**src/ord_pkg.sv**
```systemverilog
`default_nettype none

package ord_pkg;

  // special function region: direct-mode addresses from the base up to 0xFF
  localparam logic [7:0]  SFR_REGION_BASE    = 8'h80;
  localparam logic [3:0]  SFR_BIT_NIBBLE_LO  = 4'h0;
  localparam logic [3:0]  SFR_BIT_NIBBLE_HI  = 4'h8;
  localparam logic [7:0]  SFR_BIT_READ_VALUE = 8'h99;
  localparam int unsigned SFR_COUNT          = 41;

  // read/write special function registers, entry 0 at the right-hand end
  localparam logic [SFR_COUNT-1:0][7:0] SFR_MAP = {
    8'hF6,  // extended_irq_priority
    8'hEE,  // system_setup
    8'hE6,  // extended_irq_enable
    8'hE4,  // fsk_deviation
    8'hDD,  // startup_status
    8'hDA,  // protection_control
    8'hCE,  // amplifier_level
    8'hCD,  // timer2_count_high
    8'hCC,  // timer2_count_low
    8'hCB,  // timer2_reload_high
    8'hCA,  // timer2_reload_low
    8'hC9,  // timer_source_select
    8'hC8,  // timer2_control
    8'hBF,  // interrupt_pending_bits
    8'hBE,  // system_clock_generator
    8'hB7,  // pin_interrupt_config
    8'hB6,  // pin_port_options
    8'hB5,  // pin_port_control
    8'hB2,  // general_purpose_value
    8'hB1,  // general_purpose_control
    8'hAF,  // serializer_osc_warmup
    8'hAE,  // serializer_amp_divider_warmup
    8'hAD,  // serializer_rate_high
    8'hAC,  // serializer_rate_low
    8'hAB,  // serializer_payload
    8'hAA,  // serializer_timing
    8'hA9,  // serializer_control
    8'hA5,  // port1_pin_config
    8'hA4,  // port0_pin_config
    8'h9D,  // freq_counter_window
    8'h9C,  // real_time_clock_control
    8'h9B,  // freq_counter_control
    8'h95,  // timer3_count_high
    8'h94,  // timer3_count_low
    8'h93,  // timer3_reload_high
    8'h92,  // timer3_reload_low
    8'h91,  // timer3_control
    8'h8F,  // clock_output_setup
    8'h86,  // aes_substitution_value
    8'h85,  // aes_field_mult_constant
    8'h84   // aes_field_mult_operand
  };

  // extended register region inside the external data space
  localparam logic [15:0] EXTENDED_REGISTER_REGION_BASE        = 16'h4000;
  localparam logic [15:0] EXTENDED_REGISTER_REGION_LAST        = 16'h404F;
  localparam logic [15:0] EXTENDED_REGISTER_REGION_LPOSC_TRIM  = 16'h4002;
  localparam logic [15:0] EXTENDED_REGISTER_REGION_FC_RESULT   = 16'h4008;
  localparam logic [15:0] EXTENDED_REGISTER_REGION_PA_CAP      = 16'h400C;
  localparam logic [15:0] EXTENDED_REGISTER_REGION_PA_TRIM     = 16'h4012;
  localparam logic [15:0] EXTENDED_REGISTER_REGION_XO_CTRL     = 16'h4016;
  localparam logic [15:0] EXTENDED_REGISTER_REGION_OTP_READ    = 16'h4040;
  localparam int unsigned OTP_BYTES        = 16;
  localparam int unsigned PA_CAP_WIDTH     = 9;

  typedef struct packed {
    logic       rd;
    logic       wr;
    logic       bit_op;
    logic [2:0] bit_sel;
    logic [7:0] addr;
    logic [7:0] wdata;
  } ord_sfr_req_s;

  typedef struct packed {
    logic        rd;
    logic        wr;
    logic [15:0] addr;
    logic [7:0]  wdata;
  } ord_x_req_s;

  typedef struct packed {
    logic [7:0]              lposc_trim;
    logic [PA_CAP_WIDTH-1:0] pa_cap;
    logic [7:0]              pa_trim;
    logic [7:0]              xo_ctrl;
  } ord_xregs_s;

  typedef struct packed {
    logic [SFR_COUNT-1:0][7:0] special_function_region;
    ord_xregs_s                x;
    logic [7:0]                sfr_rdata;
    logic [7:0]                x_rdata;
  } ord_state_s;

endpackage

`default_nettype wire

```
**src/ord_register_map_decoder.sv**
```systemverilog
`default_nettype none

// Overview of operation
// - extended registers decoded only in external data space
// - containers of 1, 2, 4 bytes, big-endian
// - wide register: four bytes, lsb at base+3
// - empty top container byte reads zero
// - fields sit low; upper bits zero, unwritable
// - amp capacitor: 9 bits, bits 15:9 zero
// - undefined special addresses reserved, not relied on
// - special region answers direct addresses 0x80-0xFF
// - bit access only where address ends 0/8
module ord_register_map_decoder
  import ord_pkg::*;
#(
  parameter int unsigned FC_WIDTH = 32
)(
  input  wire logic                            clock,
  input  wire logic                            arst_n,
  input  wire ord_sfr_req_s                    sfr_req,
  output logic [7:0]                           sfr_rdata,
  output logic                                 sfr_claim,
  input  wire ord_x_req_s                      x_req,
  output logic [7:0]                           x_rdata,
  output logic                                 x_claim,
  input  wire logic [7:0]                      bit_read_value,
  input  wire logic [FC_WIDTH-1:0]             freq_counter_result,
  input  wire logic [OTP_BYTES-1:0][7:0]       otp_read_bytes,
  output logic [SFR_COUNT-1:0][7:0]            sfr_values,
  output ord_xregs_s                           extended_register_region_values
);

  ord_state_s           state;
  ord_state_s           next_state;
  logic [SFR_COUNT-1:0] sfr_hit;
  logic                 sfr_in_region;
  logic                 sfr_bit_ok;
  logic                 sfr_ro_hit;
  logic [31:0]          fc_word;
  logic                 x_in_region;

  genvar gi;
  generate
    for (gi = 0; gi < SFR_COUNT; gi++)
    begin : g_sfr_hit
      assign sfr_hit[gi] = (sfr_req.addr == SFR_MAP[gi]);
    end
  endgenerate

  assign sfr_in_region = (sfr_req.addr >= SFR_REGION_BASE);
  assign sfr_ro_hit    = (sfr_req.addr == SFR_BIT_READ_VALUE);
  assign sfr_bit_ok    = (sfr_req.addr[3:0] == SFR_BIT_NIBBLE_LO) || (sfr_req.addr[3:0] == SFR_BIT_NIBBLE_HI);
  // unused high bits of a narrow counter come in as zero
  assign fc_word       = 32'(freq_counter_result);
  assign x_in_region   = (x_req.addr >= EXTENDED_REGISTER_REGION_BASE) && (x_req.addr <= EXTENDED_REGISTER_REGION_LAST);

  assign sfr_claim = sfr_in_region && ((|sfr_hit) || sfr_ro_hit);
  assign x_claim   = x_in_region;

  always_comb
  begin
    logic [7:0] sfr_byte;
    logic [7:0] x_byte;
    sfr_byte   = 8'h00;
    x_byte     = 8'h00;
    next_state = state;

    // special function region
    if (sfr_in_region)
    begin
      for (int i = 0; i < SFR_COUNT; i++)
      begin
        if (sfr_hit[i])
        begin
          if (sfr_req.bit_op)
          begin
            // bit operations elsewhere are dropped; reads give zero
            if (sfr_bit_ok)
            begin
              sfr_byte = {7'h00, state.special_function_region[i][sfr_req.bit_sel]};
              if (sfr_req.wr)
              begin
                next_state.special_function_region[i][sfr_req.bit_sel] = sfr_req.wdata[0];
              end
            end
          end
          else
          begin
            sfr_byte = state.special_function_region[i];
            if (sfr_req.wr)
            begin
              next_state.special_function_region[i] = sfr_req.wdata;
            end
          end
        end
      end
      // read-only byte: writes ignored, live value returned
      if (sfr_ro_hit && !sfr_req.bit_op)
      begin
        sfr_byte = bit_read_value;
      end
    end
    // undefined addresses fall through with zero, no storage touched
    if (sfr_req.rd)
    begin
      next_state.sfr_rdata = sfr_byte;
    end

    // extended register region, big-endian containers
    if (x_in_region)
    begin
      if (x_req.addr[15:2] == EXTENDED_REGISTER_REGION_FC_RESULT[15:2])
      begin
        case (x_req.addr[1:0])
          2'h0:    x_byte = fc_word[31:24];
          2'h1:    x_byte = fc_word[23:16];
          2'h2:    x_byte = fc_word[15:8];
          default: x_byte = fc_word[7:0];
        endcase
      end
      else if (x_req.addr[15:4] == EXTENDED_REGISTER_REGION_OTP_READ[15:4])
      begin
        x_byte = otp_read_bytes[x_req.addr[3:0]];
      end
      else
      begin
        case (x_req.addr)
          EXTENDED_REGISTER_REGION_LPOSC_TRIM:
          begin
            x_byte = state.x.lposc_trim;
            if (x_req.wr)
            begin
              next_state.x.lposc_trim = x_req.wdata;
            end
          end
          EXTENDED_REGISTER_REGION_PA_CAP:
          begin
            // msb byte at the lower address; only bit 8 is stored
            x_byte = 8'(state.x.pa_cap >> 8);
            if (x_req.wr)
            begin
              next_state.x.pa_cap[PA_CAP_WIDTH-1:8] = x_req.wdata[PA_CAP_WIDTH-9:0];
            end
          end
          EXTENDED_REGISTER_REGION_PA_CAP + 16'h0001:
          begin
            x_byte = state.x.pa_cap[7:0];
            if (x_req.wr)
            begin
              next_state.x.pa_cap[7:0] = x_req.wdata;
            end
          end
          EXTENDED_REGISTER_REGION_PA_TRIM:
          begin
            x_byte = state.x.pa_trim;
            if (x_req.wr)
            begin
              next_state.x.pa_trim = x_req.wdata;
            end
          end
          EXTENDED_REGISTER_REGION_XO_CTRL:
          begin
            x_byte = state.x.xo_ctrl;
            if (x_req.wr)
            begin
              next_state.x.xo_ctrl = x_req.wdata;
            end
          end
          default:
          begin
            x_byte = 8'h00;
          end
        endcase
      end
    end
    if (x_req.rd)
    begin
      next_state.x_rdata = x_byte;
    end
  end

  // every stored byte starts at zero; peripherals own real defaults
  always_ff @(posedge clock or negedge arst_n)
  begin
    if (!arst_n)
    begin
      state <= '0;
    end
    else
    begin
      state <= next_state;
    end
  end

  assign sfr_rdata   = state.sfr_rdata;
  assign x_rdata     = state.x_rdata;
  assign sfr_values  = state.special_function_region;
  assign extended_register_region_values = state.x;

endmodule

`default_nettype wire

```
**config.mk**
```make
export PLATFORM = sky130hd
export DESIGN_NAME = ord_register_map_decoder
export DESIGN_NICKNAME = d
export VERILOG_FILES = /design/src/ord_pkg.sv /design/src/ord_register_map_decoder.sv
export SDC_FILE = /design/constraint.sdc
export NUM_CORES = 1
export LEC_CHECK = 0
export BUFFER_PORTS_ARGS = -buffer_cell sky130_fd_sc_hd__clkbuf_2
export CAP_MARGIN = 20
export CELL_PAD_IN_SITES_DETAIL_PLACEMENT = 1
export CELL_PAD_IN_SITES_GLOBAL_PLACEMENT = 2
export CORE_UTILIZATION = 33
export CTS_CLUSTER_DIAMETER = 30
export DETAILED_ROUTE_END_ITERATION = 8
export GPL_TIMING_DRIVEN = 0
export PLACE_DENSITY_LB_ADDON = 0.12
export SLEW_MARGIN = 20
export SYNTH_ARGS = -nofsm -noshare
export SYNTH_HDL_FRONTEND = slang
export SYNTH_SLANG_ARGS = --single-unit
```
**constraint.sdc**
```tcl
create_clock -name clock -period 3.3 [get_ports clock]
set_input_delay 0.165 -clock clock [delete_from_list [all_inputs] [get_ports clock]]
set_output_delay 0.165 -clock clock [all_outputs]
set_load 0.02 [all_outputs]
```
==> metrics <==
# DRC 0; fin crit period 3.28 ns; Lkg Pwr 0.0127 uW; gp weighted congestion 0.960; Worst Skew 0.0377 ns; R2R cell count 6; vias per inst 5.85; Peak supply drop 0.000421 V; ys async rst share 1.00; clk sinks 377; synth warn 0; io pins 597; simple-gate share of the synthesized area 0.161; met2 Use GR 0.585; Critical Path RT 3.73 ns; filler instances 6,514; clock transition at the registers of the reported paths 0.05 ns; WL/cell 31.7 um; area of the multi-input gates 8740 um^2; fin util 0.475; CP endpoint kind flop; total grt overflow 0; mux cell area share after synthesis 0.112; sequential fraction of the synthesis area 0.502; CTS tree yes; Syn Std Cell Area 18,800 um^2; R2R setup slack 0.70 ns; synthesized area per cell 9.99 um^2; Port Buffers 590; fin nets 2,817; placed instance count 3,234; grt peak-use layer met2; vias post-DR 20,100; Final Non-Filler Cells 3,439; worst rel slew slack 0.207; clk buf depth 3; RR Endpoint sfr_rdata[1]$_DFFE_PN0P_; drt first-iter violations 1,733; power per cell area 613 nW/um^2; GRT Overall Usage 0.375; post-DP HPWL 84,200 um; Final Setup Violations 0; Synth Register Bits 377; status completed; post-synthesis adder-cell area fraction 0; vias in the first global route 20,500; Syn-to-layout area delta 42.4%; Tot Pwr 16,400 uW; number of iterations in the first detailed-routing pass 6; Reg area 9430 um^2; xor/xnor share of the synthesized area 0.000466; Initial Util 0.334; Setup crit start kind input port; synth unique cells 75; Num CTS Buffers 100; GRT met3 Usage 0.0883; Synth Instances 1,880; first-pass GRT wire length 153,000 um; Setup WS post-layout 0.0159 ns; total routed wirelength 109,000 um; Clock Latency Late Sink 0.65 ns; Post-synth EDFFs 0; max_cap viols 0; Die W 241 um; Clock Tree Root clkbuf_16; max-slew violations 0; critical path type in2reg; met1 track demand over resource 0.504; FP Rows 87; DP Worst Slack -0.376 ns; Most used DFF post-synth dfrtp_1; H-Tree Depth 3; Arr. time, crit path 3.72 ns; antenna fix cells 0; Net Count, Synth 2,098; share of post-route cells with drive strength above 1 0.373; Fmax achieved 305 MHz; RSZ-0062 raised after global routing no; Die H 241 um; post-route cell area 26,800 um^2; crit share post-route 0.995; final hold vios 0; antenna violations before repair 9; Die ar. 57,900 um^2; final antenna-violating net count 0; setup bufs post-CTS 0; largest net degree at the start of global routing 74; Post-DP Area 22,900 um^2; Critical R2R Launch sfr_values[105]$_DFFE_PN0P_; largest family of logic cells by synthesized area compound AO/OA/AOI/OAI gates; core area 56,300 um^2; Hold Path Class in2async; post-synthesis compound-gate area fraction 0.187; Tightest Pin Transition 1.19 ns; peak fanout along the critical path 10
## final cells by class
cell class | count | share of cell area
repair buffers | 617 | 0.123
inverters | 13 | 0.00182
multi-input cells | 1336 | 0.327
clock inverters | 67 | 0.0333
flip-flops and latches | 377 | 0.353
plain buffers | 154 | 0.0250
well taps | 756 | 0.0354
clock buffers | 119 | 0.102
## power by group
| group | total [uW] | leakage, uW | internal, uW | switching (uW) |
|---|---|---|---|---|
| sequential | 4820 | 0.00523 | 4720 | 106 |
| clock | 10300 | 0.00174 | 7140 | 3200 |
| combinational | 1250 | 0.00571 | 407 | 845 |
| total | 16400 | 0.0127 | 12300 | 4150 |
## layer usage
metal | up-vias | share of wire
met1 | 10500 | 0.42
met4 | 8 | 0.037
met2 | 949 | 0.46
li1 | 8418 | -
met5 | - | 0.00043
met3 | 207 | 0.077
## repair_timing
item                                    CTS  global route
gates resized for setup                   0             3
hold buffers                             18             0
endpoints found under the setup margin    0             1
hold endpoints to repair                226             0
## Yosys cell counts, drive strengths merged (33+ instances only)
| cell | number | share of area |
|---|---|---|
| dfrtp | 377 | 0.50 |
| nand2 | 245 | 0.049 |
| nor2 | 195 | 0.039 |
| a21oi | 177 | 0.047 |
| o21ai | 176 | 0.047 |
| clkbuf | 103 | 0.021 |
| mux2 | 79 | 0.047 |
| a22oi | 58 | 0.023 |
| buf | 51 | 0.014 |
| mux4 | 50 | 0.060 |
| nor3 | 37 | 0.011 |
| a221oi | 33 | 0.015 |
## layout by cell type, fill, tap and decap left out, types with 8 or more instances in the layout
| cell | netlist | routed |
|---|---|---|
| dlygate4sd3_1 | 0 | 18 |
| inv_1 | 12 | 12 |
| clkbuf_1 | 103 | 98 |
| nor3_1 | 33 | 25 |
| a221oi_1 | 33 | 33 |
| a31oi_1 | 11 | 11 |
| clkbuf_8 | 0 | 14 |
| nor2b_1 | 14 | 14 |
| nand4_1 | 13 | 13 |
| clkinv_4 | 0 | 8 |
| nand4b_1 | 8 | 8 |
| a22oi_1 | 58 | 58 |
| buf_2 | 43 | 45 |
| bufinv_16 | 0 | 16 |
| mux2i_1 | 9 | 9 |
| dfrtp_1 | 377 | 377 |
| clkbuf_2 | 0 | 600 |
| mux4_2 | 50 | 50 |
| mux2_2 | 79 | 79 |
| clkbuf_16 | 0 | 101 |
| o211ai_1 | 11 | 11 |
| nand2b_1 | 11 | 11 |
| clkinv_2 | 0 | 21 |
| nand2_1 | 245 | 245 |
| nor2_1 | 191 | 191 |
| o22ai_1 | 12 | 12 |
| o2bb2ai_1 | 16 | 16 |
| a32oi_1 | 15 | 15 |
| o21ai_0 | 176 | 176 |
| and3_1 | 10 | 10 |
| nand3_1 | 21 | 21 |
| a21oi_1 | 177 | 177 |
| a222oi_1 | 11 | 11 |
| nor3_2 | 4 | 12 |
| nor4_1 | 13 | 13 |
| clkinvlp_4 | 0 | 15 |
## state kept, by name (all words and copies together) (netlist names)
name                             flops
sfr_values                         328
sfr_rdata                            8
x_rdata                              8
extended_register_region_values     33
## kinds of logic after synthesis
logic type,after synthesis
compound gates,566
xor+xnor,1
buf+inv,167
flops,377
simple gates,631
mux,138
## how the worst max path moves through the flow
stage / end / slack (ns) / cells past startpoint / startpoint
detailed placement: sfr_rdata[4]$_DFFE_PN0P_ / -0.38 / 9 / sfr_req[11]
global placement: sfr_values[197]$_DFFE_PN0P_ / -6.62 / 1 / arst_n
global route: sfr_claim / 0.04 / 11 / sfr_req[11]
floorplan: sfr_claim / 1.11 / 9 / sfr_req[8]
finish: sfr_values[202]$_DFFE_PN0P_ / 0.02 / 8 / sfr_req[19]
CTS: sfr_claim / 0.08 / 11 / sfr_req[8]
## per-stage QoR
stage	hold slack, ns	setup TNS, ns
after floorplan	-0.131	0
after global placement	0.457	-2503.13
after detailed placement	0.154	-23.62
after CTS	0.00565	0
after global routing	0.0368	0
final	0.0559	0
## worst max-delay path: stages
cell      delay, ns
clkbuf_2       0.16
buf_2          0.36
buf_2          0.40
clkbuf_1       0.54
nor2b_1        0.11
a31oi_1        0.81
clkbuf_1       0.94
a21oi_1        0.22
(Power assumes the default switching activity.)
